[src/ftd_consts.vh]
// Purpose: Constants for the FSK telegram decoder
// Assumes: 50 MHz mclk_i, byte addresses on a 32-bit Avalon-MM slave
// Notes:   Definitions only
`ifndef FTD_CONSTS_VH
`define FTD_CONSTS_VH

// Register byte addresses
`define FTD_ADDR_CTRL      4'h0
`define FTD_ADDR_MATCH     4'h4
`define FTD_ADDR_STATUS    4'h8

// Control register field positions
`define FTD_CTRL_KEYSEL    0
`define FTD_CTRL_DMGR      1
`define FTD_CTRL_SYNCW     2
`define FTD_CTRL_WAKE      3
`define FTD_CTRL_RATIO_LSB 4
`define FTD_CTRL_RATIO_MSB 5

// Power-on configuration: raw output, oscillator on, ratio code 01
`define FTD_RST_KEYSEL     1'b0
`define FTD_RST_DMGR       1'b0
`define FTD_RST_SYNCW      1'b0
`define FTD_RST_WAKE       1'b1
`define FTD_RST_RATIO      2'h1
`define FTD_RST_MATCH      8'h00

// Framing word 0110 as half-bit pairs, and its complement
`define FTD_SYNC_TRUE      8'h69
`define FTD_SYNC_INV       8'h96

// Timing
`define FTD_CLK_MHZ        50
`define FTD_SETTLE_US      1000
`define FTD_HALF_CYC       1250
`define FTD_STROBE_CYC     50000

`endif

[src/ftd_decoder.v]
// Purpose: Manchester FSK telegram decoder with duty-cycle timer and Avalon-MM registers
// Assumes: rx_data_i and run_request_i are synchronous to mclk_i
// Notes:   Bit rate is fixed by HALF_CYC; the recovered clock resyncs on every edge
`timescale 1ns/1ps
`default_nettype none
`include "ftd_consts.vh"

// Operation
// Manchester: true half then inverse half
// Transmitter keeps duty cycle 45 to 55 percent
// Bit clock recovered from stream transitions
// Decoding only with data manager and FSK
// Match word equals register or its complement
// Match word sent at payload bit rate
// Preamble precedes match word and framing/payload
// Preamble never mimics match or framing word
// Framing word 0110 or its complement
// Payload follows framing word without gap
// Two equal NRZ bit periods end message
// Transmitter always sends end-of-message pattern
// Complemented framing word inverts payload output
// Duty cycling stays in run after match
// Match burst spans two run slots
// Sleep ratio periods, then one run period
// External run request obeys same timing
// Run request forces run mode always
// Configuration kept during sleep
// Raw data unless data manager enabled
// Power-on default allows standalone reception
// Ignore data for 1 ms after waking
// Ratio codes select 3, 7, 15, 31
// Payload on data line, clock on clock line
// Pad last byte of partial payload
// After end of message, search again
module ftd_decoder #(
   parameter HALF_CYC   = `FTD_HALF_CYC,
   parameter STROBE_CYC = `FTD_STROBE_CYC,
   parameter SETTLE_CYC = `FTD_SETTLE_US * `FTD_CLK_MHZ
) (
   // Clock and reset
   input  wire        mclk_i,
   input  wire        reset_n_i,
   // Receiver side
   input  wire        rx_data_i,
   input  wire        run_request_i,
   // Serial output to the microcontroller
   output wire        data_out_o,
   output wire        sclk_o,
   output wire        run_o,
   // Avalon-MM slave
   input  wire [3:0]  address_i,
   input  wire        read_i,
   input  wire        write_i,
   input  wire [31:0] writedata_i,
   output wire [31:0] readdata_o,
   output wire        waitrequest_o
);

   localparam [3:0] ST_SEARCH = 4'h1;
   localparam [3:0] ST_SYNCW  = 4'h2;
   localparam [3:0] ST_DATA   = 4'h4;
   localparam [3:0] ST_PAD    = 4'h8;

   // Decodes 8 Manchester bits from 16 half-bit samples; bit 8 flags validity
   function [8:0] ftd_mdec;
      input [15:0] h;
      integer i;
      begin
         ftd_mdec = {1'b1, 8'h00};
         for (i = 0; i < 8; i = i + 1) begin
            ftd_mdec[i] = h[2*i+1];
            if (h[2*i+1] == h[2*i])
               ftd_mdec[8] = 1'b0;
         end
      end
   endfunction

   // Sleep ratio from the two-bit code: (4 << code) - 1
   function [4:0] ftd_ratio;
      input [1:0] code;
      begin
         ftd_ratio = {&code, code[1], |code, 2'h3};
      end
   endfunction

   reg        keying_select_r;
   reg        data_manager_enable_r;
   reg        sync_word_present_r;
   reg        wake_osc_enable_r;
   reg [1:0]  sleep_ratio_r;
   reg [7:0]  match_word_register_r;
   reg        waitreq_r;
   reg [31:0] rdata_r;
   reg        rx_d_r;
   reg [31:0] ph_r;
   reg [15:0] hs_r;
   reg        bit_ph_r;
   reg [3:0]  state_r;
   reg        inv_r;
   reg        nrz_r;
   reg        nrz_lvl_r;
   reg [2:0]  bit_cnt_r;
   reg [31:0] pad_tmr_r;
   reg        dout_r;
   reg        sclk_r;
   reg [31:0] sck_cnt_r;
   reg [31:0] strobe_tmr_r;
   reg [4:0]  slot_r;
   reg        keep_r;
   reg        run_r;
   reg [31:0] settle_r;
   reg        end_of_message_r;

   wire        req      = read_i | write_i;
   wire        dm_on    = data_manager_enable_r & keying_select_r;
   wire        half_ev  = (ph_r == HALF_CYC / 2);
   wire [15:0] hw       = {hs_r[14:0], rx_data_i};
   wire [8:0]  mdec     = ftd_mdec(hw);
   wire        bit_end  = half_ev & bit_ph_r;
   wire        armed    = dm_on & run_r & (settle_r == 32'h0);
   wire        timer_run = wake_osc_enable_r & (slot_r == ftd_ratio(sleep_ratio_r));
   wire        run_nxt  = run_request_i | timer_run | keep_r;
   wire        pad_ev   = (pad_tmr_r == 2 * HALF_CYC - 1);
   reg         emit;
   reg         emit_bit;

   // Bus slave: one wait cycle, read data loaded on the same edge waitrequest drops
   always @(posedge mclk_i) begin
      if (!reset_n_i) begin
         waitreq_r             <= 1'b1;
         rdata_r               <= 32'h0;
         keying_select_r       <= `FTD_RST_KEYSEL;
         data_manager_enable_r <= `FTD_RST_DMGR;
         sync_word_present_r   <= `FTD_RST_SYNCW;
         wake_osc_enable_r     <= `FTD_RST_WAKE;
         sleep_ratio_r         <= `FTD_RST_RATIO;
         match_word_register_r <= `FTD_RST_MATCH;
      end else begin
         waitreq_r <= ~(req & waitreq_r);
         if (read_i & waitreq_r) begin
            case (address_i)
               `FTD_ADDR_CTRL:   rdata_r <= {26'h0, sleep_ratio_r, wake_osc_enable_r,
                                             sync_word_present_r, data_manager_enable_r,
                                             keying_select_r};
               `FTD_ADDR_MATCH:  rdata_r <= {24'h0, match_word_register_r};
               `FTD_ADDR_STATUS: rdata_r <= {27'h0, end_of_message_r, inv_r, keep_r,
                                             (state_r != ST_SEARCH), run_r};
               default:          rdata_r <= 32'h0;
            endcase
         end
         // Writes land on the accepting edge; sleep never touches these
         if (write_i & ~waitreq_r) begin
            if (address_i == `FTD_ADDR_CTRL) begin
               keying_select_r       <= writedata_i[`FTD_CTRL_KEYSEL];
               data_manager_enable_r <= writedata_i[`FTD_CTRL_DMGR];
               sync_word_present_r   <= writedata_i[`FTD_CTRL_SYNCW];
               wake_osc_enable_r     <= writedata_i[`FTD_CTRL_WAKE];
               sleep_ratio_r         <= writedata_i[`FTD_CTRL_RATIO_MSB:`FTD_CTRL_RATIO_LSB];
            end else if (address_i == `FTD_ADDR_MATCH) begin
               match_word_register_r <= writedata_i[7:0];
            end
         end
      end
   end

   // Sleep/run timer: ratio slots asleep then one slot in run
   always @(posedge mclk_i) begin
      if (!reset_n_i) begin
         strobe_tmr_r <= 32'h0;
         slot_r       <= 5'h0;
         run_r        <= 1'b0;
         settle_r     <= 32'h0;
      end else begin
         run_r <= run_nxt;
         if (strobe_tmr_r == STROBE_CYC - 1) begin
            strobe_tmr_r <= 32'h0;
            if (slot_r >= ftd_ratio(sleep_ratio_r))
               slot_r <= 5'h0;
            else
               slot_r <= slot_r + 5'h1;
         end else begin
            strobe_tmr_r <= strobe_tmr_r + 32'h1;
         end
         // Settling window restarts on every wake-up
         if (run_nxt & ~run_r)
            settle_r <= SETTLE_CYC;
         else if (settle_r != 32'h0)
            settle_r <= settle_r - 32'h1;
      end
   end

   // Half-bit phase tracking; each transition pulls the phase back to zero
   always @(posedge mclk_i) begin
      if (!reset_n_i) begin
         rx_d_r <= 1'b0;
         ph_r   <= 32'h0;
         hs_r   <= 16'h0;
      end else begin
         rx_d_r <= rx_data_i;
         if ((rx_data_i != rx_d_r) | (ph_r == HALF_CYC - 1))
            ph_r <= 32'h0;
         else
            ph_r <= ph_r + 32'h1;
         if (half_ev)
            hs_r <= hw;
      end
   end

   // Payload bit selection for the output stage
   always @* begin
      emit     = 1'b0;
      emit_bit = 1'b0;
      if (state_r == ST_DATA && bit_end && armed && hw[1] != hw[0]) begin
         emit     = 1'b1;
         emit_bit = hw[1] ^ inv_r;
      end else if (state_r == ST_PAD && pad_ev) begin
         emit     = 1'b1;
      end
   end

   // Telegram state machine
   always @(posedge mclk_i) begin
      if (!reset_n_i) begin
         state_r    <= ST_SEARCH;
         bit_ph_r   <= 1'b0;
         inv_r      <= 1'b0;
         nrz_r      <= 1'b0;
         nrz_lvl_r  <= 1'b0;
         keep_r     <= 1'b0;
         pad_tmr_r  <= 32'h0;
         end_of_message_r <= 1'b0;
      end else if (!armed && state_r != ST_PAD) begin
         state_r  <= ST_SEARCH;
         bit_ph_r <= 1'b0;
         nrz_r    <= 1'b0;
         keep_r   <= keep_r & dm_on & run_r;
      end else begin
         if (half_ev)
            bit_ph_r <= ~bit_ph_r;
         pad_tmr_r <= pad_ev ? 32'h0 : pad_tmr_r + 32'h1;
         case (state_r)
            ST_SEARCH: begin
               if (half_ev && mdec[8] && (mdec[7:0] == match_word_register_r ||
                   mdec[7:0] == ~match_word_register_r)) begin
                  bit_ph_r   <= 1'b0;
                  inv_r      <= 1'b0;
                  nrz_r      <= 1'b0;
                  keep_r     <= 1'b1;
                  end_of_message_r <= 1'b0;
                  state_r    <= sync_word_present_r ? ST_SYNCW : ST_DATA;
               end
            end
            ST_SYNCW: begin
               if (bit_end && hw[7:0] == `FTD_SYNC_TRUE) begin
                  inv_r   <= 1'b0;
                  state_r <= ST_DATA;
               end else if (bit_end && hw[7:0] == `FTD_SYNC_INV) begin
                  inv_r   <= 1'b1;
                  state_r <= ST_DATA;
               end
            end
            ST_DATA: begin
               if (bit_end) begin
                  if (hw[1] != hw[0]) begin
                     nrz_r <= 1'b0;
                  end else if (nrz_r && nrz_lvl_r == hw[1]) begin
                     end_of_message_r <= 1'b1;
                     keep_r     <= 1'b0;
                     nrz_r      <= 1'b0;
                     pad_tmr_r  <= 32'h0;
                     state_r    <= (bit_cnt_r != 3'h0) ? ST_PAD : ST_SEARCH;
                  end else begin
                     nrz_r     <= 1'b1;
                     nrz_lvl_r <= hw[1];
                  end
               end
            end
            ST_PAD: begin
               if (pad_ev && bit_cnt_r == 3'h7)
                  state_r <= ST_SEARCH;
            end
            default: state_r <= ST_SEARCH;
         endcase
      end
   end

   // Output stage: a high clock pulse of one half-bit per emitted bit
   always @(posedge mclk_i) begin
      if (!reset_n_i) begin
         dout_r    <= 1'b0;
         sclk_r    <= 1'b0;
         sck_cnt_r <= 32'h0;
         bit_cnt_r <= 3'h0;
      end else if (!dm_on) begin
         dout_r    <= rx_data_i;
         sclk_r    <= 1'b0;
         sck_cnt_r <= 32'h0;
         bit_cnt_r <= 3'h0;
      end else if (emit) begin
         dout_r    <= emit_bit;
         sclk_r    <= 1'b1;
         sck_cnt_r <= HALF_CYC - 1;
         bit_cnt_r <= bit_cnt_r + 3'h1;
      end else if (sck_cnt_r != 32'h0) begin
         sck_cnt_r <= sck_cnt_r - 32'h1;
      end else begin
         sclk_r <= 1'b0;
         if (state_r == ST_SEARCH) begin
            dout_r    <= 1'b0;
            bit_cnt_r <= 3'h0;                                // Drop a byte cut short by sleep
         end
      end
   end

   assign data_out_o    = dout_r;
   assign sclk_o        = sclk_r;
   assign run_o         = run_r;
   assign readdata_o    = rdata_r;
   assign waitrequest_o = waitreq_r;

endmodule // ftd_decoder
`default_nettype wire

[config.mk]
export PLATFORM = sky130hd
export DESIGN_NAME = ftd_decoder
export DESIGN_NICKNAME = d
export VERILOG_FILES = /design/src/ftd_decoder.v
export VERILOG_INCLUDE_DIRS = /design/src
export SDC_FILE = /design/constraint.sdc
export NUM_CORES = 1
export LEC_CHECK = 0
export ABC_AREA = 1
export BUFFER_PORTS_ARGS = -buffer_cell sky130_fd_sc_hd__buf_4
export CORE_MARGIN = 5
export CORE_UTILIZATION = 55
export CTS_CLUSTER_DIAMETER = 80
export DETAILED_ROUTE_END_ITERATION = 12
export PLACE_DENSITY_LB_ADDON = 0.08
export SETUP_SLACK_MARGIN = 0.15
export SLEW_MARGIN = 40
export SYNTH_ARGS = -nofsm -noshare
export SYNTH_HDL_FRONTEND = slang
export SYNTH_SLANG_ARGS = --single-unit
[constraint.sdc]
create_clock -name mclk_i -period 3.35 [get_ports mclk_i]
set_input_delay 0.5025 -clock mclk_i [delete_from_list [all_inputs] [get_ports mclk_i]]
set_output_delay 0.5025 -clock mclk_i [all_outputs]
set_load 0.02 [all_outputs]
# Yosys cells after proc, flatten, opt, wreduce, memory -nomap -nowiden
# Cells that the tools add are included.
classes:
  n_addsub: 7
  magnitude_cmp: 1
  n_eq_ne: 42
  mux: 62
  bitwise_logic: 27
  reduce_logical: 42
ops:
  columns: ["operator", "n"]
  rows:
  - ["$mux W32", 5]
  - ["$add A32 B1 Y32 const B", 3]
  - ["$reduce_bool A32 Y1", 2]
  - ["$sub A32 B1 Y32 const B", 2]
  - ["$mux W1", 34]
  - ["$eq A32 B10 Y1 const B", 1]
  - ["$eq A32 B11 Y1 const B", 1]
  - ["$eq A32 B12 Y1 const B", 1]
  - ["$eq A32 B16 Y1 const B", 1]
  - ["$logic_not A32 Y1", 1]
  - ["$mux W16", 2]
  - ["$mux W4", 8]
  - ["$pmux W8 S3", 1]
  - ["$mux W11", 2]
  - ["$eq A8 B8 Y1", 2]
  - ["$pmux W4 S4", 1]
  - ["$mux W3", 4]
  - ["$reduce_and A6 Y1", 2]
  - ["$and A1 B1 Y1", 11]
  - ["$logic_and A1 B1 Y1", 11]
  - ["$not A1 Y1", 10]
  - ["$reduce_and A2 Y1", 5]
  - ["$reduce_and A5 Y1", 2]
  - ["$reduce_bool A2 Y1", 5]
  - ["33 further kinds", 64]
totals:
  register_bits: 244
  in_bits: 42
  output_inout_bits: 36
  wordCells: 210

# Logic depth before layout (Yosys ltp)
depth:
  word_depth: 14
  depth_mapped: 17
  ltp_nobuf: 17

# Least setup slack after synthesis
# OpenSTA, ideal clock, no wires.
synth_path:
  path_kind: "reg2reg"
  start: "register ph_r[0]"
  end: "register sck_cnt_r[29]"
  setup_ns: 0.121
  arrival_time_ns: 2.522
  t_required_ns: 3.229
  slack_ns: 0.708
  stages_incl_launch_ff: 17
  n_path_buf: 1
  period_less_slack_ns: 2.642
  cell_sequence: "dfxtp_1 ha_1 inv_1 nor3_1 and2_1 nor4b_1 nand2_1 inv_1 ha_1 inv_1 nor3_1 nand3_1 nand2_2 inv_1 nand2_2 buf_4 nor3_1"
synth_between:
  elab_chain_len: 7
synth_lines:
  columns: ["item", "line", "rtl"]
  rows:
  - ["from (decl)", "ftd_decoder.v:95", "reg [31:0] ph_r;"]
  - ["from (signal assigned)", "ftd_decoder.v:203", "ph_r <= ph_r + 32'h1;"]
  - ["$eq A32 B10 Y1", "ftd_decoder.v:116", "wire half_ev = (ph_r == HALF_CYC / 2);"]
  - ["$and A1 B1 Y1", "ftd_decoder.v:119", "wire bit_end = half_ev & bit_ph_r;"]
  - ["$logic_and A1 B1 Y1 (3 in series)", "ftd_decoder.v:213", "if (state_r == ST_DATA && bit_end && armed && hw[1] != hw[0]) begin"]
  - ["$mux W1", "ftd_decoder.v:213", null]
  - ["$reduce_or A3 Y1 (no source line)", null, null]
  - ["to (signal assigned)", "ftd_decoder.v:302", "sck_cnt_r <= HALF_CYC - 1;"]
  - ["to (signal assigned)", "ftd_decoder.v:305", "sck_cnt_r <= sck_cnt_r - 32'h1;"]
  - ["to (decl)", "ftd_decoder.v:106", "reg [31:0] sck_cnt_r;"]
# No other way between the ends.
# A chain may end at the register's enable or synchronous reset.

# Worst setup path after layout
layout_path:
  start: "register ph_r[0]"
  end: "register sck_cnt_r[30]"
# The elaborated chain is that of the path after synthesis.

==> impl_metrics.py <==
metrics = {
    "clock_network": {
        "cts-root-buf": "clkbuf_16",
        "insertion_delay_ps": 530,
        "cts_inserted_buffers": 26,
        "post_cts_buffers": 0,
        "path_clk_slew_ps": 60,
        "cts_hold_buf": 0,
        "cts_htree_levels": 1,
        "cts_sinks": 220,
        "cts_resized": 0,
        "cts_tree": "done",
        "cts_max_path_buffers": 3,
    },
    "timing": {
        "slew_viol_final": 0,
        "min_period_ps": 2875,
        "rsz0062_at_grt": "no",
        "whs_ps": 178.8,
        "fin_tns_setup_ps": 0,
        "timing.final.crit_share": 0.8583,
        "finalSetupViolations": 0,
        "hold_viol_final": 0,
        "fin_skew_ps": 11.17,
        "fmax_mhz": 347.8,
        "slew-limit-headroom": 0.5131,
        "layout_setup_ws_ps": 474.7,
        "worst_slew_pin_slew_ps": 727.6,
    },
    "logic_synthesis": {
        "yosys-top-cells-count": "nand2_1 (390), nor2_1 (326), inv_1 (251)",
        "synthTopCellsByArea": "dfxtp_1 (36%), nand2_1 (12%), nor2_1 (10%)",
        "synth.yosys.seq_area_share": 0.3644,
        "syn_area_um2": 12090,
        "synth_seq_cells": 220,
        "yosysUniqueCellTypes": 48,
        "synth_top_flop_cell": "dfxtp_1",
        "syn_inst": 1827,
        "async_reset_ff_frac": 0,
        "synth.top_cell.area_share": 0.3644,
        "synth_top_area_cell": "dfxtp_1",
        "synth.most_common_cell": "nand2_1",
        "synth_edf_count": 0,
        "syn_avg_cell_area_um2": 6.616,
        "synth_warnings": 0,
    },
    "grt": {
        "grt_pass1_vias": 10363,
        "grt_max_degree": 38,
        "globalRouteTotalUtil": 0.2215,
        "gr-total-overflow": 0,
        "grt_pass1_wl_um": 47200,
        "antenna_found_initial": 1,
    },
    "floorplan": {
        "core-area_um2": 21760,
        "die-area_um2": 25040,
        "initial_core_util": 0.5556,
        "dieWidth_um": 158.3,
        "row_count": 54,
        "die_y_um": 158.3,
        "io_pins": 78,
    },
    "cells_and_area": {
        "num_antenna_cells": 0,
        "fin_nets": 1929,
        "design_area_um2": 13460,
        "area_delta_synth_final_pct": 11.33,
        "drive_above_1_share": 0.06953,
        "fillers": 2078,
    },
    "route": {
        "vias_per_cell": 5.112,
        "ant_nets": 0,
        "drtIter0Drc": 562,
        "drc": 0,
        "vias": 11062,
        "wl_um": 27480,
        "wl_per_cell_um": 12.70,
        "dr.pass1.iters": 5,
    },
    "worst_setup_path": {
        "endpoint_kind": "flip-flop",
        "critPathLaunchType": "flip-flop",
        "required_ps": 3730,
        "crit_path_max_fanout": 27,
        "arrival_ps": 3250,
        "worstSetupPathType": "reg2reg",
    },
    "placed_design": {
        "pre_cts_slack_ps": 231.4,
        "place_area_um2": 12480,
        "port_buffers": 29,
        "place_congestion": 0.9081,
        "dp_hpwl_um": 20520,
    },
    "run": {
        "drv_cap": 0,
    },
    "power": {
        "p_leak_nw": 5.837,
        "vdd_ir_drop_max_mv": 0.4000,
        "total_power_mw": 6.290,
        "power_density_nw_per_um2": 467.4,
    },
    "min_path": {
        "hold_class": "in2reg",
    },
    "outcome": {
        "status": "completed",
    },
}
-- flip-flops by register name, indices dropped and copies added, names as in the netlist, 2 cells and up --
name and count:
sck_cnt_r 32, bit_cnt_r 3, readdata_o 8, hs_r 15, match_word_register_r 8, state_r 4
settle_r 32, sleep_ratio_r 2, pad_tmr_r 32, ph_r 32, slot_r 5, strobe_tmr_r 32
-- critical path: stages (launching register included) --
cell	delay, ps
dfxtp_1	370
ha_1	170
inv_1	50
nor3_2	140
and2_1	190
nor4b_1	260
nand2_1	120
inv_1	120
ha_1	170
inv_1	80
nor3_1	260
nand3_1	150
nand2_2	200
inv_1	170
nand2_8	190
nor3_1	70
-- per-layer routing --
metal | vias up | track usage | part of all wire
met1 | 4975 | 0.3048 | 0.49
met4 | 2 | 0.05524 | 0.023
met3 | 51 | 0.03289 | 0.049
met2 | 215 | 0.3675 | 0.43
li1 | 5819 | - | -
met5 | - | 0 | 0.00047
-- worst paths after layout --
path | from | to | slack (ps) | cells past startpoint
max | ph_r[0]$_SDFF_PP0_ | sck_cnt_r[30]$_SDFFE_PP0P_ | 470 | 15
min | read_i | waitrequest_o$_SDFF_PN1_ | 180 | 2
max reg2reg | ph_r[0]$_SDFF_PP0_ | sck_cnt_r[30]$_SDFFE_PP0P_ | 470 | 15
min reg2reg | waitrequest_o$_SDFF_PN1_ | waitrequest_o$_SDFF_PN1_ | 450 | 1
-- cell type report --
| type | count | area [µm²] | share of cell area |
|---|---|---|---|
| clock buffers | 35 | 765.7 | 0.05690 |
| repair buffers | 37 | 277.8 | 0.02064 |
| multi-input cells | 1322 | 6518 | 0.4843 |
| clock inverters | 13 | 177.7 | 0.01320 |
| flip-flops and latches | 220 | 4404 | 0.3273 |
| inverters | 257 | 964.7 | 0.07168 |
| well taps | 280 | 350.3 | 0.02603 |
-- power breakdown --
group / internal, mW / switching [mW] / total (mW)
registers: 2.66 / 0.0424 / 2.71
clock network: 1.91 / 1.12 / 3.03
logic: 0.182 / 0.372 / 0.554
-- kinds of logic (layout without fill, tap and decap cells) --
group / after synthesis / in the layout / share of synthesized area
XOR/XNOR: 98 / 98 / 0.07101
buffers and inverters: 308 / 342 / 0.1069
flip-flops: 220 / 220 / 0.3644
AND/OR/NAND/NOR: 1008 / 1008 / 0.3606
AO/OA/AOI/OAI: 169 / 169 / 0.07297
other: 1 / 24 / 0.0003102
adder cells (fa/ha/maj): 23 / 23 / 0.02381
-- layout by cell type (no fill, tap or decap), types with 3 or more instances in the layout --
master     netlist  final
clkinv_2         0      5
ha_1            23     23
nor4_1          12     11
dfxtp_1        220    220
a21oi_1         86     86
nand3b_1         6      6
inv_1          251    251
o21ai_0         65     65
nor3_2           1      3
bufinv_16        0      4
xnor2_1         41     41
nor2_2          15     15
xor2_1          57     57
nand2_1        390    389
conb_1           1     24
inv_2            4      4
buf_4           28     37
clkbuf_8         0      6
nand2_2          6      6
or2_2            7      7
a31oi_1          5      5
nor3b_1          4      4
nor2_1         326    326
nand4_1         44     44
nor2_4           4      4
nor3_1          75     73
nand3_1        107    107
clkbuf_16        0     27
-- per-stage QoR --
step                      std cells  utilization
after global routing           2164       0.6186
after floorplan                1850            -
after global placement         2116       0.5734
after detailed placement       2116       0.5735
after CTS                      2164       0.6169
final                          2164       0.6186
Note: power is estimated with default switching activity, not from simulation.
